===== src/hw/ubd_consts.vh =====
// Purpose: Constants for the buffer descriptor logic block
// Assumes: APB slave, 12-bit byte address, 32-bit data
// Notes: One descriptor per aligned word in the table window
`ifndef UBD_CONSTS_VH
`define UBD_CONSTS_VH

// Register map (byte addresses)
`define UBD_ADDR_W 12
`define UBD_BDT_PAGE 4'h0
`define UBD_OFF_CONFIG 12'h100
`define UBD_OFF_XFER_STATUS 12'h104
`define UBD_OFF_POINTERS 12'h108

// Descriptor word byte lanes
`define UBD_W_STATUS 7:0
`define UBD_W_COUNT 15:8
`define UBD_W_ADDR 31:16

// Status byte bits
`define UBD_ST_OWN 7
`define UBD_ST_TOG 6
`define UBD_ST_KEEP 5
`define UBD_ST_STEP 4
`define UBD_ST_CHK 3
`define UBD_ST_HALT 2
`define UBD_ST_PID 5:2
`define UBD_ST_CNTH 1:0

// Configuration register fields
`define UBD_CFG_MODE 1:0
`define UBD_CFG_EN 2
`define UBD_CFG_PTR_RST 3
`define UBD_CFG_RESET 4'h0

// Ping-pong modes
`define UBD_MODE_NONE 2'h0
`define UBD_MODE_EP0OUT 2'h1
`define UBD_MODE_ALL 2'h2
`define UBD_MODE_NOT_EP0 2'h3

// Handshake codes
`define UBD_HS_ACK 2'h0
`define UBD_HS_NAK 2'h1
`define UBD_HS_STALL 2'h2

// Engine states
`define UBD_S_IDLE 2'h0
`define UBD_S_LOOK 2'h1
`define UBD_S_WB 2'h2

`endif


===== src/hw/ubd_core.v =====
// Purpose: Buffer descriptor handling between serial engine and CPU
// Assumes: Engine transaction inputs are synchronous to pclk
// Notes: Descriptor table lives here and is reached over APB
`include "ubd_consts.vh"

module ubd_core #(
	parameter NUM_BD = 64,
	parameter NUM_EP = 16
) (
	input wire pclk,
	input wire presetn,
	input wire psel,
	input wire penable,
	input wire pwrite,
	input wire [`UBD_ADDR_W-1:0] paddr,
	input wire [31:0] pwdata,
	input wire [3:0] pstrb,
	output reg [31:0] prdata,
	output reg pready,
	output reg pslverr,
	input wire tok_valid,
	input wire [3:0] tok_ep,
	input wire [3:0] tok_pid,
	input wire tok_in,
	input wire tok_setup,
	input wire [9:0] rx_count,
	input wire rx_toggle,
	input wire rx_error,
	output reg tok_ready,
	output reg hs_valid,
	output reg [1:0] hs_code,
	output reg [5:0] bd_index,
	output reg [15:0] bd_addr,
	output reg [9:0] bd_len,
	output reg bd_addr_step_disable
);

	// Descriptor table, no reset: contents undefined until written
	reg [31:0] descriptor_table [0:NUM_BD-1];
	reg [3:0] cfg; // Mode, enable, pointer reset
	reg [3:0] xs_ep; // Endpoint of last released transaction
	reg xs_dir; // Direction of last released transaction
	reg xs_parity; // Odd descriptor used last
	reg [NUM_EP-1:0] ptr_out; // Even/odd pointers, OUT side
	reg [NUM_EP-1:0] ptr_in; // Even/odd pointers, IN side
	reg [1:0] state; // Engine sequencer
	reg [3:0] t_ep; // Latched token
	reg [3:0] t_pid;
	reg t_in;
	reg t_setup;
	reg [9:0] t_rx;
	reg t_tog;
	reg t_err;
	reg [5:0] t_idx; // Descriptor chosen
	reg t_odd; // Pointer value used
	reg t_pp; // Direction is ping-ponged
	reg wb_do; // Write-back pending
	reg [31:0] wb_word; // Word to write back
	reg wb_release; // Ownership handed back

	// Bus decode
	wire apb_done = psel & penable & pready;
	wire apb_wr = apb_done & pwrite;
	wire in_bdt = (paddr[`UBD_ADDR_W-1:8] == `UBD_BDT_PAGE);
	wire [5:0] apb_idx = paddr[7:2];
	wire hit_cfg = (paddr == `UBD_OFF_CONFIG);
	wire hit_xs = (paddr == `UBD_OFF_XFER_STATUS);
	wire hit_ptr = (paddr == `UBD_OFF_POINTERS);
	wire mapped = in_bdt | hit_cfg | hit_xs | hit_ptr;
	wire [1:0] mode = cfg[`UBD_CFG_MODE];
	wire cfg_en_rise = apb_wr & hit_cfg & pstrb[0] & pwdata[`UBD_CFG_EN] & ~cfg[`UBD_CFG_EN];

	// Descriptor index from mode, endpoint, direction and pointer
	function [5:0] bd_index_of;
		input [1:0] m;
		input [3:0] ep;
		input dir_in;
		input odd;
		reg [6:0] n2;
		reg [6:0] r;
		begin
			n2 = {2'b00, ep, 1'b0};
			r = 7'h00;
			case (m)
				`UBD_MODE_NONE: begin
					r = {2'b00, ep, dir_in};
				end
				`UBD_MODE_EP0OUT: begin
					if (ep == 4'h0) begin
						r = dir_in ? 7'h02 : {6'h00, odd};
					end else begin
						r = n2 + 7'h01 + {6'h00, dir_in};
					end
				end
				`UBD_MODE_ALL: begin
					r = {1'b0, ep, dir_in, odd};
				end
				default: begin
					if (ep == 4'h0) begin
						r = {6'h00, dir_in};
					end else begin
						r = {n2[5:0], 1'b0} - 7'h02 + {5'h00, dir_in, odd};
					end
				end
			endcase
			bd_index_of = r[5:0];
		end
	endfunction

	// Whether a direction has an even/odd pair in the mode
	function has_pair;
		input [1:0] m;
		input [3:0] ep;
		input dir_in;
		begin
			case (m)
				`UBD_MODE_NONE: has_pair = 1'b0;
				`UBD_MODE_EP0OUT: has_pair = (ep == 4'h0) & ~dir_in;
				`UBD_MODE_ALL: has_pair = 1'b1;
				default: has_pair = (ep != 4'h0);
			endcase
		end
	endfunction

	// Index lookup for an incoming token
	wire tok_pp = has_pair(mode, tok_ep, tok_in);
	wire tok_ptr = tok_in ? ptr_in[tok_ep] : ptr_out[tok_ep];
	wire tok_odd = tok_ptr & tok_pp;
	wire [5:0] tok_idx = bd_index_of(mode, tok_ep, tok_in, tok_odd);

	// Current descriptor as seen by the engine
	wire [31:0] cur = descriptor_table[t_idx];
	wire [7:0] cur_st = cur[`UBD_W_STATUS];
	wire [9:0] cur_len = {cur_st[`UBD_ST_CNTH], cur[`UBD_W_COUNT]};

	// Decision made in the look cycle
	reg [1:0] next_hs;
	reg next_wb;
	reg next_release;
	reg [31:0] next_word;
	reg [9:0] new_len;
	reg tog_bad;
	always @* begin
		next_hs = `UBD_HS_ACK;
		next_wb = 1'b0;
		next_release = 1'b0;
		new_len = t_in ? cur_len : t_rx;
		tog_bad = cur_st[`UBD_ST_CHK] & ~t_setup & (t_tog != cur_st[`UBD_ST_TOG]);
		next_word = cur;
		// Engine result: owner, untouched bit six, token, length
		next_word[`UBD_ST_OWN] = cur_st[`UBD_ST_KEEP];
		next_word[`UBD_ST_TOG] = cur_st[`UBD_ST_TOG];
		next_word[`UBD_ST_PID] = t_pid;
		next_word[`UBD_ST_CNTH] = new_len[9:8];
		next_word[`UBD_W_COUNT] = new_len[7:0];
		if (!cur_st[`UBD_ST_OWN]) begin
			// CPU still holds the descriptor
			next_hs = `UBD_HS_NAK;
		end else if (cur_st[`UBD_ST_HALT] && !t_setup) begin
			// Halted: descriptor left as is
			next_hs = `UBD_HS_STALL;
		end else if (!t_in && t_err) begin
			next_hs = `UBD_HS_NAK;
		end else if (!t_in && (t_rx > cur_len)) begin
			next_hs = `UBD_HS_NAK;
		end else if (!t_in && tog_bad) begin
			// Wrong toggle: acknowledged, data dropped, still owned
			next_hs = `UBD_HS_ACK;
		end else begin
			next_hs = `UBD_HS_ACK;
			next_wb = 1'b1;
			next_release = ~cur_st[`UBD_ST_KEEP];
			if (t_setup && cur_st[`UBD_ST_HALT]) begin
				// Setup overrides a halt and returns the descriptor
				next_word[`UBD_ST_OWN] = 1'b0;
				next_release = 1'b1;
			end
		end
	end

	// Engine sequencer: take token, look up, write back
	always @(posedge pclk or negedge presetn) begin
		if (!presetn) begin
			state <= `UBD_S_IDLE;
			tok_ready <= 1'b0;
			t_ep <= 4'h0;
			t_pid <= 4'h0;
			t_in <= 1'b0;
			t_setup <= 1'b0;
			t_rx <= 10'h000;
			t_tog <= 1'b0;
			t_err <= 1'b0;
			t_idx <= 6'h00;
			t_odd <= 1'b0;
			t_pp <= 1'b0;
			wb_do <= 1'b0;
			wb_word <= 32'h0000_0000;
			wb_release <= 1'b0;
			hs_valid <= 1'b0;
			hs_code <= `UBD_HS_ACK;
			bd_index <= 6'h00;
			bd_addr <= 16'h0000;
			bd_len <= 10'h000;
			bd_addr_step_disable <= 1'b0;
		end else begin
			hs_valid <= 1'b0;
			case (state)
				`UBD_S_IDLE: begin
					tok_ready <= 1'b1;
					if (tok_valid && tok_ready) begin
						tok_ready <= 1'b0;
						t_ep <= tok_ep;
						t_pid <= tok_pid;
						t_in <= tok_in;
						t_setup <= tok_setup;
						t_rx <= rx_count;
						t_tog <= rx_toggle;
						t_err <= rx_error;
						t_idx <= tok_idx;
						t_odd <= tok_odd;
						t_pp <= tok_pp;
						state <= `UBD_S_LOOK;
					end
				end
				`UBD_S_LOOK: begin
					hs_valid <= 1'b1;
					hs_code <= next_hs;
					bd_index <= t_idx;
					bd_addr <= cur[`UBD_W_ADDR];
					bd_len <= new_len;
					bd_addr_step_disable <= cur_st[`UBD_ST_STEP];
					wb_do <= next_wb;
					wb_word <= next_word;
					wb_release <= next_release;
					state <= `UBD_S_WB;
				end
				`UBD_S_WB: begin
					// A bus write this cycle wins; retry next cycle
					if (!apb_wr) begin
						wb_do <= 1'b0;
						state <= `UBD_S_IDLE;
					end
				end
				default: begin
					state <= `UBD_S_IDLE;
				end
			endcase
		end
	end

	// Descriptor table writes from engine and bus
	always @(posedge pclk) begin
		if (apb_wr && in_bdt) begin
			if (pstrb[0]) descriptor_table[apb_idx][7:0] <= pwdata[7:0];
			if (pstrb[1]) descriptor_table[apb_idx][15:8] <= pwdata[15:8];
			if (pstrb[2]) descriptor_table[apb_idx][23:16] <= pwdata[23:16];
			if (pstrb[3]) descriptor_table[apb_idx][31:24] <= pwdata[31:24];
		end else if (state == `UBD_S_WB && wb_do) begin
			descriptor_table[t_idx] <= wb_word;
		end
	end

	// Released transaction: engine finished write-back
	wire release_now = (state == `UBD_S_WB) & wb_do & wb_release & ~apb_wr;

	// Pointers: cleared on enable or reset bit, flipped on release
	always @(posedge pclk or negedge presetn) begin
		if (!presetn) begin
			ptr_out <= {NUM_EP{1'b0}};
			ptr_in <= {NUM_EP{1'b0}};
		end else if (cfg_en_rise) begin
			ptr_out <= {NUM_EP{1'b0}};
			ptr_in <= {NUM_EP{1'b0}};
		end else if (cfg[`UBD_CFG_PTR_RST]) begin
			ptr_out <= {NUM_EP{1'b0}};
			ptr_in <= {NUM_EP{1'b0}};
		end else if (release_now && t_pp) begin
			if (t_in) begin
				ptr_in[t_ep] <= ~ptr_in[t_ep];
			end else begin
				ptr_out[t_ep] <= ~ptr_out[t_ep];
			end
		end
	end

	// Transfer status of the last released transaction
	always @(posedge pclk or negedge presetn) begin
		if (!presetn) begin
			xs_ep <= 4'h0;
			xs_dir <= 1'b0;
			xs_parity <= 1'b0;
		end else if (release_now) begin
			xs_ep <= t_ep;
			xs_dir <= t_in;
			xs_parity <= t_odd;
		end
	end

	// Configuration register
	always @(posedge pclk or negedge presetn) begin
		if (!presetn) begin
			cfg <= `UBD_CFG_RESET;
		end else if (apb_wr && hit_cfg && pstrb[0]) begin
			cfg <= pwdata[3:0];
		end
	end

	// Read data mux
	reg [31:0] next_prdata;
	always @* begin
		next_prdata = 32'h0000_0000;
		if (in_bdt) begin
			next_prdata = descriptor_table[apb_idx];
		end else if (hit_cfg) begin
			next_prdata = {28'h0000000, cfg};
		end else if (hit_xs) begin
			next_prdata = {25'h0000000, xs_ep, xs_dir, xs_parity, 1'b0};
		end else if (hit_ptr) begin
			next_prdata = {ptr_in, ptr_out};
		end
	end

	// APB slave: one wait state, registered answer
	always @(posedge pclk or negedge presetn) begin
		if (!presetn) begin
			pready <= 1'b0;
			pslverr <= 1'b0;
			prdata <= 32'h0000_0000;
		end else if (psel && penable && !pready) begin
			pready <= 1'b1;
			pslverr <= ~mapped;
			prdata <= pwrite ? 32'h0000_0000 : next_prdata;
		end else begin
			pready <= 1'b0;
			pslverr <= 1'b0;
		end
	end

endmodule


===== config.mk =====
export PLATFORM = sky130hd
export DESIGN_NAME = ubd_core
export DESIGN_NICKNAME = d
export VERILOG_FILES = /design/src/hw/ubd_core.v
export VERILOG_INCLUDE_DIRS = /design/src /design/src/hw
export SDC_FILE = /design/constraint.sdc
export NUM_CORES = 2
export LEC_CHECK = 0
export BUFFER_PORTS_ARGS = -buffer_cell sky130_fd_sc_hd__buf_4
export CORE_MARGIN = 2
export CORE_UTILIZATION = 35
export DETAILED_ROUTE_END_ITERATION = 7
export PLACE_DENSITY_LB_ADDON = 0.2
export SYNTH_ARGS = -nofsm -noshare
export SYNTH_HDL_FRONTEND = slang
export SYNTH_SLANG_ARGS = --single-unit

===== constraint.sdc =====
create_clock -name pclk -period 10.68 [get_ports pclk]
set_input_delay 0.534 -clock pclk [delete_from_list [all_inputs] [get_ports pclk]]
set_output_delay 0.534 -clock pclk [all_outputs]
set_load 0.01 [all_outputs]

### Word-level counts from Yosys, hierarchy flattened

Memories as Yosys holds them, arrays and structs flattened.
Index checks and enable logic that the tools add are counted.

* bitwise gates (word level): 25
* eq/ne operators: 11
* order comparisons: 4
* mux-type cells: 80
* add/subtract/negate cells: 4
* reduce and logical (&&, ||, !) cells: 31

Operator list (number)
* $mux W32: 6
* $mux W16: 8
* $mux W1: 45
* $eq A12 B9 Y1 const B: 3
* $bwmux W16: 2
* $reduce_or A32 Y1: 1
* $mux W6: 3
* $pmux W6 S3: 1
* $bmux W1 S4: 4
* $and A1 B1 Y1: 14
* $logic_and A1 B1 Y1: 14
* $gt A10 B10 Y1: 1
* $lt A4 B5 Y1 const B: 2
* $mux W10: 1
* $mux W2: 5
* $reduce_and A2 Y1: 5
* $logic_not A4 Y1: 2
* $not A1 Y1: 8
* $add A5 B1 Y6 const B: 1
* $add A6 B1 Y6: 1
* $add A6 B2 Y6: 1
* $pmux W2 S3: 1
* $reduce_bool A3 Y1: 2
* $sub A6 B2 Y6 const B: 1
* other kinds (15): 23

* output and inout port bits: 71
* memory bits (writable): 2048
* memories: 1
* word-level logic and storage cells: 186
* bits of input ports: 76
* register bits: 179

Memories
* descriptor_table: depth 64, bits a word 32, read ports 2, clocked after Yosys merged registers in 0, wr ports 1, RTL line ubd_core.v:39 `reg [31:0] descriptor_table [0:NUM_BD-1];`

### Depth between registers and ports, before layout

* depth after elaboration: 10
* gate-level depth with buffers: 16
* depth with buffers taken out: 13

### Worst setup path after synthesis

OpenSTA, ideal clock, no wires.

* path type: register to register
* start point: register t_idx[0]
* end point: register wb_release
* data required time: 10.616 ns
* stages on the path, launching flop included: 17
* data arrival time: 4.032 ns
* setup time: 0.064 ns
* period minus slack after synthesis: 4.097 ns
* buffers on the path: 3
* path slack: 6.583 ns
* cell sequence: dfrtp_1 > buf_6 > buf_2 > buf_2 > mux4_2 > mux4_2 > mux4_2 > inv_1 > ha_1 > o21ai_0 > a21oi_1 > o211ai_1 > a21oi_1 > o41ai_1 > nand2_1 > a211oi_1 > a31o_2

* cells in the longest elaborated chain, start to end: 9
* elaborated cells between the ends (all ways): 16
* those cells by class: order compare (1); eq/ne (1); mux (6); bitwise (3); reduce/logical (4); memory (1)

RTL lines
* from (decl): RTL line ubd_core.v:54 `reg [5:0] t_idx;`
* from (signal assigned): RTL line ubd_core.v:219 `t_idx <= tok_idx;`
* $mem_v2 Z64 W32 *
* branches (longest 7 deep; another with $gt A10 B10 Y1)
* $mux W1 *: RTL line ubd_core.v:156 `` if (!cur_st[`UBD_ST_OWN]) begin ``
* to (signal assigned): RTL line ubd_core.v:234 `wb_release <= next_release;`
* to (decl): RTL line ubd_core.v:59 `reg wb_release;`

Mark *: on every way between the ends.
A chain may end at the register's enable or synchronous reset.

### Worst setup path after layout

Ends and elaborated chain as after synthesis.

==> out/qor_table.md <==
| Stage | Quantity | This run |
|---|---|---|
| global route | Number of global-route vias before repair | 57,500 |
| die | Die Outline Area | 0.299 mm² |
| synthesis | Portion of synthesized cell area occupied by the leading cell type | 59.6% |
| timing | Setup repair after global routing missed its margin | no |
| die | Area of the core | 0.294 mm² |
| clock tree | Number of buffers created by CTS | 235 |
| drt | # DRC | 0 |
| layout | Layout Cell Area excl Fill | 0.117 mm² |
| synthesis | Dominant register cell in the synthesized netlist | sky130_fd_sc_hd__edfxtp_1 |
| pwr | Internal power | 17.6 mW |
| pwr | Clock share of power | 30.8% |
| timing | Relative max-transition margin | 7.71% |
| synthesis | Largest family of logic cells by synthesized area | multiplexers |
| setup path | Data arrival time of the critical path | 7000 ps |
| timing | Count of final max-slew check failures | 0 |
| timing | Sum of negative setup slack | 0 ps |
| clock tree | Clock root buffer | sky130_fd_sc_hd__clkbuf_16 |
| placement | Post-placement cell area | 0.109 mm² |
| die | I/O pin count | 147 |
| pwr | PwrDens | 221 mW/mm² |
| global route | Overall overflow remaining after global route | 0 |
| drt | Routed vias/inst | 5.94 |
| clock tree | CTS Buffer Depth | 4 |
| placement | Count of input and output buffers | 146 |
| setup path | Worst setup EP type | flip-flop |
| pwr | Part of the total power dissipated in sequential elements | 39.9% |
| placement | Estimated wirelength of the detail-placed design | 204 mm |
| setup path | Crit Path Class | reg2reg |
| layout | P&R area growth vs syn | 12.9% |
| synthesis | Top cell types by occurrence after synthesis | 2,048 x sky130_fd_sc_hd__edfxtp_1, 1,280 x sky130_fd_sc_hd__mux4_2, 394 x sky130_fd_sc_hd__nand2_1, 350 x sky130_fd_sc_hd__nor2_1, 206 x sky130_fd_sc_hd__clkbuf_1 |
| placement | DP Worst Slack | 4450 ps |
| synthesis | Share of flip-flops with an asynchronous set or reset after synthesis | 6.95% |
| drt | Antenna-violating nets left | 0 |
| pwr | Switching share of total power | 31.7% |
| synthesis | Synthesized area | 0.103 mm² |
| clock tree | Insertion delay of the later-clocked pin in the worst-skew pair | 930 ps |
| synthesis | Number of synthesis warnings | 0 |
| clock tree | CTS HTree Levels | 4 |
| global route | Global-route wire length before repair | 456 mm |
| timing | Period utilization | 57.4% |
| global route | Gr usage total | 21.5% |
| die | Initial core utilization | 35.2% |
| synthesis | Library cell with the largest summed area after synthesis | sky130_fd_sc_hd__edfxtp_1 |
| clock tree | TritonCTS clock tree | built |
| synthesis | Top post-synthesis cells by area | sky130_fd_sc_hd__edfxtp_1 60%, sky130_fd_sc_hd__mux4_2 28%, sky130_fd_sc_hd__dfrtp_1 3.7% |
| timing | Clock Skews | 97.9 ps |
| timing | Setup WS post-layout | 4550 ps |
| synthesis | Most common cell in the synthesized netlist | sky130_fd_sc_hd__edfxtp_1 |
| synthesis | EDFF count, synth | 2,048 |
| placement | Routability Congestion | 0.844 |
| global route | Pin count of the biggest net entering global routing | 119 |
| setup path | Worst Setup Start Kind | flip-flop |
| pwr | Standby leakage power | 36.7 nW |
| setup path | R2R Setup Slk | 4550 ps |
| drt | Routed wire per std cell | 34.2 µm |
| run | Max-cap check violation count | 0 |
| timing | Number of failing hold endpoints at the final stage | 0 |
| synthesis | Total nets after synthesis | 5,336 |
| die | Vertical extent of the die | 547 µm |
| synthesis | Post-synthesis simple-gate area fraction | 3.42% |
| layout | Share of post-route cells with drive strength above 1 | 36.0% |
| synthesis | Fraction of the mapped netlist area in adder cells | 0.146% |
| die | Width of the die | 547 µm |
| clock tree | Clock sinks | 2,201 |
| drt | Via count | 56,600 |
| synthesis | Area fraction in compound gates after synthesis | 1.74% |
| pwr | Peak supply drop | 0.000247 V |
| layout | Final design utilization | 39.7% |
| timing | Final critical-path required period | 6130 ps |
| synthesis | Syn_area_per_cell | 19.7 µm² |
| synthesis | Post-synthesis cell type count | 61 |
| synthesis | Share of synthesized area spent on multiplexers | 29.3% |
| status | Status | completed |
| synthesis | Parity-gate share of the synthesized area counting xor and xnor cells | 0.0255% |
| synthesis | Sequential fraction of the synthesis area | 63.3% |
| global route | Initial antenna violation count | 14 |
| clock tree | Post-cts sizing count | 0 |
| pwr | Power share of the combinational group | 29.3% |
| drt | Pre-antenna DRT Iters | 5 |
| synthesis | Number of synthesized register bits | 2,201 |
| setup path | Worst endpoint required time | 11,540 ps |
| timing | Maximum clock rate | 0.163 GHz |
| timing | Slew @ Worst Pin | 1380 ps |
| timing | Final Hold Slack | 88.0 ps |
| timing | Count of final setup violators | 0 |
| setup path | Biggest fanout along the worst timing path | 73 |
| pwr | Reported net switching power | 8.17 mW |
| die | Site Rows | 199 |
| clock tree | Clock transition at the registers of the reported paths | 70 ps |
| layout | Number of nets in the layout | 5,505 |
| worst hold path | Class of the worst hold path | in2async |
| drt | Total wire length | 326 mm |
| drt | Starting DRC count in detailed routing | 6,629 |
| synthesis | Post-Synthesis Cells | 5,248 |
final timing paths:
path | depth (start not counted) | from | to
setup reg to reg | 13 | t_idx[0]$_DFFE_PN0P_ | wb_release$_DFFE_PN0P_
setup / recovery | 13 | t_idx[0]$_DFFE_PN0P_ | wb_release$_DFFE_PN0P_
min in group pclk | 4 | pwrite | prdata[7]$_DFFE_PN0P_
hold / removal | 2 | presetn | t_rx[3]$_DFFE_PN0P_
max in group asynchronous | 4 | presetn | t_idx[1]$_DFFE_PN0P_
hold reg to reg | 2 | t_pid[0]$_DFFE_PN0P_ | wb_word[2]$_DFFE_PN0P_
state kept, by name (all words and copies together), names as in the netlist, 6 cells and up:
signal,count
bd_index,6
t_idx,6
t_rx,10
prdata,32
bd_addr,16
ptr_in,16
bd_len,9
ptr_out,16
wb_word,7
descriptor_table,2048
metal layers:
layer  routed length [µm]  part of all wire (%)  GRT usage [%]
met4                 9910                   3.0           6.23
met3                25300                   7.8           3.89
met1               136000                    42           30.2
met2               154000                    47           34.2
met5                   11                0.0034              0
cells in the final DEF (no fill, tap or decap), drive strengths merged, types with 23 or more instances in the layout:
master / n
edfxtp: 2048
mux4: 1280
nand2: 394
nor2: 350
buf: 335
clkbuf: 306
dfrtp: 153
mux2i: 114
clkinv: 94
a21oi: 77
o21ai: 73
nor3: 56
inv: 39
dlygate4sd3: 26
mux2: 23
cell type report:
cell class / instances / area (µm²)
fillers: 26100 / 177000
diodes: 6 / 15.0
well taps: 3919 / 4900
repair buffers: 362 / 2970
inverters: 35 / 140
multi-input cells: 2582 / 35900
clock inverters: 120 / 960
flip-flops and latches: 2201 / 65300
clock buffers: 305 / 6300
critical path, stage by stage, from the launching register on:
cell and delay [ps]:
sky130_fd_sc_hd__dfrtp_4 880, sky130_fd_sc_hd__buf_4 780, sky130_fd_sc_hd__buf_12 590, sky130_fd_sc_hd__mux4_2 590
sky130_fd_sc_hd__mux4_2 510, sky130_fd_sc_hd__mux4_2 610, sky130_fd_sc_hd__inv_1 100, sky130_fd_sc_hd__ha_1 240
sky130_fd_sc_hd__o21ai_0 230, sky130_fd_sc_hd__nor2_1 70, sky130_fd_sc_hd__o41ai_1 680, sky130_fd_sc_hd__nand2_1 120
sky130_fd_sc_hd__a211oi_1 300, sky130_fd_sc_hd__a31o_2 210
logic make-up after synthesis:
group           after synthesis
simple gates                873
flops                      2201
mux                        1417
fa+ha+maj                    12
xor+xnor                      3
compound gates              277
buf+inv                     465
what timing repair did:
action | 4_1_cts | 5_1_grt
buffers inserted | 0 | 0
hold buffers | 26 | 0
hold endpoints to repair | 57 | 0
stage by stage:
stage | power (mW) | cells
3_3_place_gp | 18.0 | 9073
6_report | 25.7 | 9530
5_1_grt | 26.6 | 9526
4_1_cts | 25.9 | 9524
3_5_place_dp | 18.0 | 9073
2_1_floorplan | 15.2 | 5248
power by group through the flow:
| stage | clock [mW] | sequential (mW) | combinational [mW] |
|---|---|---|---|
| final | 7.94 | 10.3 | 7.54 |
| after global routing | 8.38 | 10.3 | 7.89 |
| after CTS | 8.06 | 10.3 | 7.60 |
| after detailed placement | 0 | 10.4 | 7.58 |
| after global placement | 0 | 10.4 | 7.57 |
| after floorplan | 0 | 10.2 | 4.99 |
Power figures use the tool's default switching activity.
